[src/hdl/pcs_map.vh]
// register map, field positions, reset values and timing counts of the clock synthesis control
`ifndef PCS_MAP_VH
`define PCS_MAP_VH

// loop count and address layout: paddr[6:4] picks the loop, paddr[3:0] the word
`define PCS_NUM_LOOPS 5
`define PCS_REFS_PER_LOOP 4

// word offsets inside one loop window
`define PCS_OFS_CTRL 4'h0
`define PCS_OFS_MN 4'h4
`define PCS_OFS_CDIV 4'h8
`define PCS_OFS_STAT 4'hc

// control word fields
`define PCS_CTRL_RUN 0
`define PCS_CTRL_SEL_LSB 1
`define PCS_CTRL_SRC_LSB 3
`define PCS_CTRL_FB_LSB 5
`define PCS_CTRL_O_LSB 8
`define PCS_CTRL_OE_LSB 10

// multiplier / pre-divider word fields
`define PCS_MN_M_LSB 0
`define PCS_MN_N_LSB 8

// reference source modes
`define PCS_SRC_EXT 2'h0
`define PCS_SRC_CORE 2'h1
`define PCS_SRC_DYN 2'h2
`define PCS_SRC_LVDS 2'h3

// feedback modes
`define PCS_FB_INT 2'h0
`define PCS_FB_LOCAL 2'h1
`define PCS_FB_CORE 2'h2

// reset values
`define PCS_CTRL_RST 32'h00001d00
`define PCS_MN_RST 32'h00000101
`define PCS_CDIV_RST 32'h00000000

// timing: clock period and least loop reset pulse, in ns, and derived cycles
`define PCS_CLK_PERIOD_NS 100
`define PCS_RST_MIN_NS 10
`define PCS_RST_MIN_CYC ((`PCS_RST_MIN_NS + `PCS_CLK_PERIOD_NS - 1) / `PCS_CLK_PERIOD_NS)
`define PCS_LOCK_PERIODS 4

`endif

[src/hdl/pcs_out_div.v]
// output clock divider of one synthesis loop
`timescale 1ns/1ps
module pcs_out_div (
    input wire clk,
    input wire ce,
    input wire srst_n,
    input wire en,
    input wire tick,
    input wire [7:0] div_m1,
    output reg clk_out_ff
);
    reg [7:0] cnt_ff;
    wire [8:0] half = ({1'b0, div_m1} + 9'h001) >> 1;
    wire [7:0] nxt_cnt = (cnt_ff == div_m1) ? 8'h00 : cnt_ff + 8'h01;

    // divide post-divider ticks by div_m1+1; c of one passes each tick through
    always @(posedge clk) begin
        if (!srst_n || !en) begin
            cnt_ff <= 8'h00;
            clk_out_ff <= 1'b0;
        end else if (ce) begin
            if (div_m1 == 8'h00) begin
                clk_out_ff <= tick;
            end else if (tick) begin
                cnt_ff <= nxt_cnt;
                clk_out_ff <= ({1'b0, nxt_cnt} < half);
            end
        end
    end
endmodule // pcs_out_div

[src/hdl/pcs_lock_det.v]
// lock detector: counts stable detector periods, holds when reference stops
`timescale 1ns/1ps
`include "pcs_map.vh"
module pcs_lock_det (
    input wire clk,
    input wire ce,
    input wire srst_n,
    input wire tick,
    input wire [15:0] new_period,
    input wire [15:0] old_period,
    input wire fb_ok,
    output reg locked_ff
);
    reg [2:0] good_ff;
    wire [15:0] diff = (new_period > old_period) ? new_period - old_period :
                       old_period - new_period;
    wire good = (diff <= 16'h0001) && fb_ok;

    // state only moves on a detector tick, so a stalled reference freezes it
    always @(posedge clk) begin
        if (!srst_n) begin
            good_ff <= 3'h0;
            locked_ff <= 1'b0;
        end else if (ce && tick) begin
            if (!good) begin
                good_ff <= 3'h0;
                locked_ff <= 1'b0;
            end else if (good_ff == `PCS_LOCK_PERIODS - 1) begin
                locked_ff <= 1'b1;
            end else begin
                good_ff <= good_ff + 3'h1;
            end
        end
    end
endmodule // pcs_lock_det

[src/hdl/pcs_top.v]
// clock synthesis control: apb registers and five digital synthesis loops
//
// Local design decisions: the APB slave port and the placing of the registers.
`timescale 1ns/1ps
`include "pcs_map.vh"
module pcs_top (
    input wire clk,
    input wire rst_n,
    input wire ce,
    input wire psel,
    input wire penable,
    input wire pwrite,
    input wire [7:0] paddr,
    input wire [31:0] pwdata,
    output reg [31:0] prdata,
    output reg pready,
    output reg pslverr,
    input wire [19:0] ref_clock_inputs,
    input wire lvds_rx_ref_clock,
    input wire [4:0] fabric_feedback_clock,
    output wire [4:0] synth_out_zero,
    output wire [4:0] synth_out_one,
    output wire [4:0] synth_out_two,
    output wire [4:0] locked
);
    // post-divider code to value, shared by vco scaling and post divider
    function [3:0] o_val;
        input [1:0] code;
        begin
            o_val = 4'h1 << code;
        end
    endfunction

    // zero in a divider field is taken as one so the loop never stalls
    function [7:0] nz8;
        input [7:0] v;
        begin
            nz8 = (v == 8'h00) ? 8'h01 : v;
        end
    endfunction

    // per-loop register storage
    reg [31:0] ctrl_ff [0:4];
    reg [31:0] mn_ff [0:4];
    reg [31:0] cdiv_ff [0:4];

    // status collected from the loops
    wire [4:0] stall_w;
    wire [79:0] period_w;
    wire [4:0] out0_w;
    // least loop reset stretch in cycles, cut to the counter width on purpose
    wire [31:0] rst_min_w = `PCS_RST_MIN_CYC;

    // apb decode
    wire setup = psel & ~penable;
    wire access = psel & penable & pready;
    wire [2:0] lidx = paddr[6:4];
    wire hit = (paddr[7] == 1'b0) && (lidx < 3'h5) && (paddr[1:0] == 2'h0);
    reg [31:0] rd_word;

    // read mux over the addressed loop window
    always @* begin
        rd_word = 32'h00000000;
        if (hit) begin
            case (paddr[3:0])
                `PCS_OFS_CTRL: rd_word = ctrl_ff[lidx];
                `PCS_OFS_MN: rd_word = mn_ff[lidx];
                `PCS_OFS_CDIV: rd_word = cdiv_ff[lidx];
                `PCS_OFS_STAT: rd_word = {period_w[lidx*16 +: 16], 14'h0000,
                                          stall_w[lidx], locked[lidx]};
                default: rd_word = 32'h00000000;
            endcase
        end
    end

    // apb handshake: one wait-free access cycle after each setup
    always @(posedge clk) begin
        if (!rst_n) begin
            pready <= 1'b0;
            pslverr <= 1'b0;
            prdata <= 32'h00000000;
        end else if (ce) begin
            pready <= setup;
            if (setup) begin
                pslverr <= ~hit;
                prdata <= pwrite ? 32'h00000000 : rd_word;
            end
        end
    end

    // register writes; status word is read only and ignores writes
    integer i;
    always @(posedge clk) begin
        if (!rst_n) begin
            for (i = 0; i < `PCS_NUM_LOOPS; i = i + 1) begin
                ctrl_ff[i] <= `PCS_CTRL_RST;
                mn_ff[i] <= `PCS_MN_RST;
                cdiv_ff[i] <= `PCS_CDIV_RST;
            end
        end else if (ce && access && pwrite && hit) begin
            case (paddr[3:0])
                `PCS_OFS_CTRL: ctrl_ff[lidx] <= {19'h00000, pwdata[12:0]};
                `PCS_OFS_MN: mn_ff[lidx] <= {20'h00000, pwdata[11:0]};
                `PCS_OFS_CDIV: cdiv_ff[lidx] <= {8'h00, pwdata[23:0]};
                default: ;
            endcase
        end
    end

    genvar g;
    generate
        for (g = 0; g < `PCS_NUM_LOOPS; g = g + 1) begin : loop
            wire [31:0] ctl = ctrl_ff[g];
            wire [31:0] mn = mn_ff[g];
            wire [31:0] cd = cdiv_ff[g];
            wire [1:0] fb = ctl[`PCS_CTRL_FB_LSB +: 2];
            wire [3:0] ov = o_val(ctl[`PCS_CTRL_O_LSB +: 2]);
            wire [7:0] mv = nz8(mn[`PCS_MN_M_LSB +: 8]);
            wire [3:0] nv = (mn[`PCS_MN_N_LSB +: 4] == 4'h0) ? 4'h1 :
                            mn[`PCS_MN_N_LSB +: 4];
            wire [8:0] c0v = {1'b0, cd[7:0]} + 9'h001;

            reg [3:0] rcnt_ff;
            reg [1:0] sel_ff;
            reg [1:0] src_ff;
            reg ref_q_ff;
            reg fb_q_ff;
            reg [3:0] ncnt_ff;
            reg [15:0] pcnt_ff;
            reg [15:0] period_ff;
            reg [15:0] prev_ff;
            reg seen_ff;
            reg pvalid_ff;
            reg [23:0] acc_ff;
            reg vt_ff;
            reg [2:0] ocnt_ff;
            reg pll_ff;
            reg [7:0] fbcnt_ff;
            reg ref_pick;

            // software run bit is the loop enable; stretched low for a least pulse
            wire lr_n = ctl[`PCS_CTRL_RUN] && (rcnt_ff == 4'h0);
            wire srst_n = rst_n & lr_n;

            always @(posedge clk) begin
                if (!rst_n) begin
                    rcnt_ff <= 4'h0;
                end else if (ce) begin
                    if (!ctl[`PCS_CTRL_RUN]) begin
                        rcnt_ff <= rst_min_w[3:0];
                    end else if (rcnt_ff != 4'h0) begin
                        rcnt_ff <= rcnt_ff - 4'h1;
                    end
                end
            end

            // select and source are only taken while the loop is in reset,
            // so a change made while running cannot glitch the reference
            always @(posedge clk) begin
                if (!rst_n) begin
                    sel_ff <= 2'h0;
                    src_ff <= `PCS_SRC_EXT;
                end else if (ce && !lr_n) begin
                    sel_ff <= ctl[`PCS_CTRL_SEL_LSB +: 2];
                    src_ff <= ctl[`PCS_CTRL_SRC_LSB +: 2];
                end
            end

            // reference routing: fixed pad, fixed core, dynamic, or lvds on loop 0 only (other loops get a constant low)
            always @* begin
                case (src_ff)
                    `PCS_SRC_EXT: ref_pick = ref_clock_inputs[g*4];
                    `PCS_SRC_CORE: ref_pick = ref_clock_inputs[g*4+1];
                    `PCS_SRC_DYN: ref_pick = ref_clock_inputs[g*4+sel_ff];
                    `PCS_SRC_LVDS: ref_pick = (g == 0) ? lvds_rx_ref_clock : 1'b0;
                    default: ref_pick = 1'b0;
                endcase
            end

            wire ref_rise = ref_pick & ~ref_q_ff;
            wire pfd = ref_rise && (ncnt_ff == nv - 4'h1);

            // pre-divider and detector period measurement
            always @(posedge clk) begin
                if (!srst_n) begin
                    ref_q_ff <= 1'b0;
                    ncnt_ff <= 4'h0;
                    pcnt_ff <= 16'h0000;
                    period_ff <= 16'h0000;
                    prev_ff <= 16'h0000;
                    seen_ff <= 1'b0;
                    pvalid_ff <= 1'b0;
                end else if (ce) begin
                    ref_q_ff <= ref_pick;
                    if (ref_rise) begin
                        ncnt_ff <= pfd ? 4'h0 : ncnt_ff + 4'h1;
                    end
                    if (pfd) begin
                        pcnt_ff <= 16'h0000;
                        seen_ff <= 1'b1;
                        pvalid_ff <= seen_ff;
                        if (seen_ff) begin
                            period_ff <= pcnt_ff + 16'h0001;
                            prev_ff <= period_ff;
                        end
                    end else if (pcnt_ff != 16'hffff) begin
                        pcnt_ff <= pcnt_ff + 16'h0001;
                    end
                end
            end

            // vco multiplier: m alone, or m*o*c0 when the output closes the loop
            wire [20:0] fb_mult = mv * ov * c0v;
            wire [20:0] mult = (fb == `PCS_FB_INT) ? {13'h0000, mv} : fb_mult;
            wire [23:0] sum = acc_ff + {3'h0, mult};
            wire [23:0] per24 = {8'h00, period_ff};
            wire [23:0] rem = sum - per24;

            // rate accumulator emits mult vco ticks per detector period;
            // limitation: at most one tick per clock, faster rates saturate
            always @(posedge clk) begin
                if (!srst_n) begin
                    acc_ff <= 24'h000000;
                    vt_ff <= 1'b0;
                end else if (ce) begin
                    vt_ff <= 1'b0;
                    if (pvalid_ff) begin
                        if (fb != `PCS_FB_INT && pfd) begin
                            // last tick of a period lands on the detector edge; keep it
                            acc_ff <= 24'h000000;
                            vt_ff <= (sum >= per24);
                        end else if (sum >= per24) begin
                            acc_ff <= (rem > per24) ? per24 : rem;
                            vt_ff <= 1'b1;
                        end else begin
                            acc_ff <= sum;
                        end
                    end
                end
            end

            // post divider o
            always @(posedge clk) begin
                if (!srst_n) begin
                    ocnt_ff <= 3'h0;
                    pll_ff <= 1'b0;
                end else if (ce) begin
                    pll_ff <= 1'b0;
                    if (vt_ff) begin
                        if ({1'b0, ocnt_ff} == ov - 4'h1) begin
                            ocnt_ff <= 3'h0;
                            pll_ff <= 1'b1;
                        end else begin
                            ocnt_ff <= ocnt_ff + 3'h1;
                        end
                    end
                end
            end

            // three output dividers, each gated by its enable bit
            pcs_out_div u_div0 (
                .clk(clk),
                .ce(ce),
                .srst_n(srst_n),
                .en(ctl[`PCS_CTRL_OE_LSB]),
                .tick(pll_ff),
                .div_m1(cd[7:0]),
                .clk_out_ff(out0_w[g])
            );
            pcs_out_div u_div1 (
                .clk(clk),
                .ce(ce),
                .srst_n(srst_n),
                .en(ctl[`PCS_CTRL_OE_LSB+1]),
                .tick(pll_ff),
                .div_m1(cd[15:8]),
                .clk_out_ff(synth_out_one[g])
            );
            pcs_out_div u_div2 (
                .clk(clk),
                .ce(ce),
                .srst_n(srst_n),
                .en(ctl[`PCS_CTRL_OE_LSB+2]),
                .tick(pll_ff),
                .div_m1(cd[23:16]),
                .clk_out_ff(synth_out_two[g])
            );
            assign synth_out_zero[g] = out0_w[g];

            // feedback edge count per detector period; core mode listens to the
            // fabric return path, local mode to output zero directly
            wire fb_src = (fb == `PCS_FB_CORE) ? fabric_feedback_clock[g] : out0_w[g];
            wire fb_rise = fb_src & ~fb_q_ff;
            always @(posedge clk) begin
                if (!srst_n) begin
                    fb_q_ff <= 1'b0;
                    fbcnt_ff <= 8'h00;
                end else if (ce) begin
                    fb_q_ff <= fb_src;
                    if (pfd) begin
                        fbcnt_ff <= fb_rise ? 8'h01 : 8'h00;
                    end else if (fb_rise && fbcnt_ff != 8'hff) begin
                        fbcnt_ff <= fbcnt_ff + 8'h01;
                    end
                end
            end

            wire fb_ok = (fb == `PCS_FB_INT) || (fbcnt_ff == mv);

            pcs_lock_det u_lock (
                .clk(clk),
                .ce(ce),
                .srst_n(srst_n),
                .tick(pfd & pvalid_ff),
                .new_period(pcnt_ff + 16'h0001),
                .old_period(period_ff),
                .fb_ok(fb_ok),
                .locked_ff(locked[g])
            );

            assign stall_w[g] = (pcnt_ff == 16'hffff);
            assign period_w[g*16 +: 16] = period_ff;
        end
    endgenerate
endmodule // pcs_top

[config.mk]
export PLATFORM = sky130hd
export DESIGN_NAME = pcs_top
export DESIGN_NICKNAME = d
export VERILOG_FILES = /design/src/hdl/pcs_out_div.v /design/src/hdl/pcs_lock_det.v /design/src/hdl/pcs_top.v
export VERILOG_INCLUDE_DIRS = /design/src /design/src/hdl
export SDC_FILE = /design/constraint.sdc
export NUM_CORES = 2
export LEC_CHECK = 0
export ABC_AREA = 1
export BUFFER_PORTS_ARGS = -buffer_cell sky130_fd_sc_hd__buf_2
export CAP_MARGIN = 20
export CORE_MARGIN = 2
export CORE_UTILIZATION = 55
export CTS_BUF_LIST = sky130_fd_sc_hd__clkbuf_16
export DETAILED_ROUTE_END_ITERATION = 12
export PLACE_DENSITY = 0.81
export SLEW_MARGIN = 20
export SYNTH_ARGS = -nofsm -noshare
export SYNTH_HDL_FRONTEND = slang
export SYNTH_SLANG_ARGS = --single-unit
[constraint.sdc]
create_clock -name clk -period 18.9 [get_ports clk]
set_input_delay 1.89 -clock clk [delete_from_list [all_inputs] [get_ports clk]]
set_output_delay 1.89 -clock clk [all_outputs]
set_load 0.01 [all_outputs]
==> results.cfg <==
[global_routing]
grt_pass1_vias = 85200
grt_start_max_net_pins = 58
antenna_found_initial = 32
overflow = 0
grt_pass1_wl_um = 464000
grt_use_total_pct = 32.7

[pwr]
ir_drop_mv = 0.0870
cellLeakagePower_uw = 0.0497
powerDensity_nw_per_um2 = 68.6
switching_share_pct = 37.5
p_comb_share_pct = 33.9
pwr-share-clk_pct = 33.4
seq_power_share_pct = 32.8
p_switching_uw = 2650
power.internal_uw = 4410

[clock_tree]
cts-htree-levels = 3
cts_resized = 0
cts_buffers = 116
clockBufferDepth = 3
post_cts_buffers = 0
insertion_delay_ns = 0.81
cts_tree = built
clock_sinks = 997
clk_pin_slew_ns = 0.06
clockRootBuffer = clkbuf_16
cts_hold_buffers = 0

[detailed_routing]
wl_per_cell_um = 18.5
totalWireLength_um = 300000
ant_nets = 0
drt-initial-drc-count = 10100
firstDrtPassIters = 8
drc = 0
dr_total_vias = 91900
via_per_inst = 5.68

[yosys]
synth.top_cells.by_count = nand2_1, inv_1, nor2_1, a21oi_1, ha_1
synth_fa_ha_area_share_pct = 20.8
netlist_area_sq_um = 95700
syn_avg_cell_area_sq_um = 7.03
ys_seq_area_share_pct = 24.9
synth_top_area_share_pct = 12.8
synthCells = 13600
yosysMostFrequentCell = nand2_1
yosysUniqueCellTypes = 76
async_flop_share_pct = 0
synth-edff-count = 383
ys_seq_elements = 997
synthMuxAreaShare_pct = 0
synth-compound-area-share_pct = 13.7
synth_top_family_by_area = simple AND/OR/NAND/NOR gates
synth_top_cell_by_area = dfxtp_1
ys.flop_type = dfxtp_1
yosys_warnings = 0
synth_area_leaders = dfxtp_1, edfxtp_1, ha_1
synth_simple_gate_area_share_pct = 25.2
synth-xor-area-share_pct = 4.77

[die]
coreArea_sq_um = 173000
start_util_pct = 55.2
io_pins = 126
rows = 153
die_area_sq_um = 177000
fp.dieW_um = 421
die_height_um = 421

[job]
cap_viol_max_count = 0

[sta]
hold_viol_final = 0
fin_skew_ns = 0.0811
tns_ns = 0
setup_slack_ns = 5.52
rsz0062_at_grt = no
finalCritPeriodShare_pct = 70.8
relSlewSlack_pct = 18.0
fmax_mhz = 74.8
setup_viol_count_final = 0
report.final.slew_viol_count = 0
worst_pin_slew_ns = 1.22
fin_crit_ns = 13.38

[placement]
dp_hpwl_um = 235000
gp_congestion = 1.04
dp_slack_ns = 6.05
io_buffers = 117
placed_area_sq_um = 98800

[worst_setup_path]
slowest_stage = o21ai_0
crit_type = flip-flop to flip-flop
critical_path.max_fanout = 17
cp.required_ns = 19.50
cp-start-kind = flip-flop
cp-end-kind = flip-flop
cp.arrival_ns = 13.97
critPathMaxStageDelay_ns = 0.62
crit_path_frequent_cell = nand2_1
rrSetupSlack_ns = 5.52

[run_status]
status = completed

[finish]
area_growth_pct = 7.50
final_nets = 15100
final_area_sq_um = 103000
drive_gt1_share_pct = 4.38

[worst_hold_path]
hold_path.class = flip-flop to flip-flop
[critical path: cells and delay by family (launching register included)]
kind | cells | cell delay, ns
compound gates | 11 | 2.23
flops | 1 | 0.50
simple gates | 26 | 3.71
xor+xnor | 3 | 1.02
fa+ha+maj | 11 | 4.62
buf+inv | 10 | 1.08
[worst paths after layout]
path,from,end,cells past startpoint
setup / recovery,mn_ff[0][1]$_SDFFCE_PN0P_,loop[0].acc_ff[15]$_SDFFE_PN0P_,61
hold / removal,loop[2].acc_ff[18]$_SDFFE_PN0P_,loop[2].acc_ff[18]$_SDFFE_PN0P_,2
setup reg to reg,mn_ff[0][1]$_SDFFCE_PN0P_,loop[0].acc_ff[15]$_SDFFE_PN0P_,61
hold reg to reg,loop[2].acc_ff[18]$_SDFFE_PN0P_,loop[2].acc_ff[18]$_SDFFE_PN0P_,2
[final cells by class]
class                      count  area, sq um
fill                       16000        70600
multi-input combinational  10100        62300
sequential                   997        23800
inverter                    2320         8710
tap                         2325         2910
clock buffer                 116         2900
timing repair buffer         187         1120
clock inverter               105         1050
antenna                       25         62.6
[power by group through the flow]
| stage | sequential (uW) | combinational (uW) | clock [uW] |
|---|---|---|---|
| 2_1_floorplan | 2350 | 1830 | 0 |
| 3_3_place_gp | 2360 | 2290 | 0 |
| 3_5_place_dp | 2360 | 2330 | 0 |
| 4_1_cts | 2310 | 2340 | 2360 |
| 5_1_grt | 2320 | 2690 | 2450 |
| 6_report | 2310 | 2390 | 2360 |
[cells in the final DEF (no fill, tap or decap), types with 383 or more instances in the layout]
master    synthesis  routed
edfxtp_1        383     383
o21ai_0         732     732
a21oi_1        1067    1066
nor2_1         1500    1492
nand2_1        2966    2963
inv_1          2278    2292
nand3_1         652     651
ha_1            895     895
dfxtp_1         614     614
fa_1            435     435
[layer usage]
metal / routed length (um) / track usage (%) / vias up
li1: - / - / 44200
met4: 22000 / 21.5 / 16
met3: 32600 / 7.86 / 903
met2: 128000 / 49.7 / 4412
met5: 104 / 0 / -
met1: 118000 / 41.5 / 42300
[logic make-up after synthesis]
group | after synthesis
AND/OR/NAND/NOR | 5767
buffers and inverters | 2651
AO/OA/AOI/OAI | 2352
adder cells (fa/ha/maj) | 1330
flip-flops | 997
XOR/XNOR | 516
other | 1
[flip-flops by register name (all words and copies together) (netlist names), 32 cells and up]
name	cells
loop.pcnt_ff	80
loop.acc_ff	120
loop.u_div2.cnt_ff	40
ctrl_ff	104
loop.period_ff	80
prdata	32
loop.u_div0.cnt_ff	40
loop.fbcnt_ff	40
loop.u_div1.cnt_ff	40
mn_ff	96
cdiv_ff	183
[stage by stage]
| step | util [%] | std cells | total power (uW) | hold WS, ns |
|---|---|---|---|---|
| after floorplan | - | 13800 | 4180 | 0.429 |
| after global placement | 57.0 | 15900 | 4650 | 0.438 |
| after detailed placement | 57.0 | 15900 | 4690 | 0.440 |
| after CTS | 59.3 | 16200 | 7010 | 0.450 |
| after global routing | 59.3 | 16200 | 7460 | 0.469 |
| final | 59.3 | 16200 | 7060 | 0.447 |
Note: power is estimated with default switching activity, not from simulation.
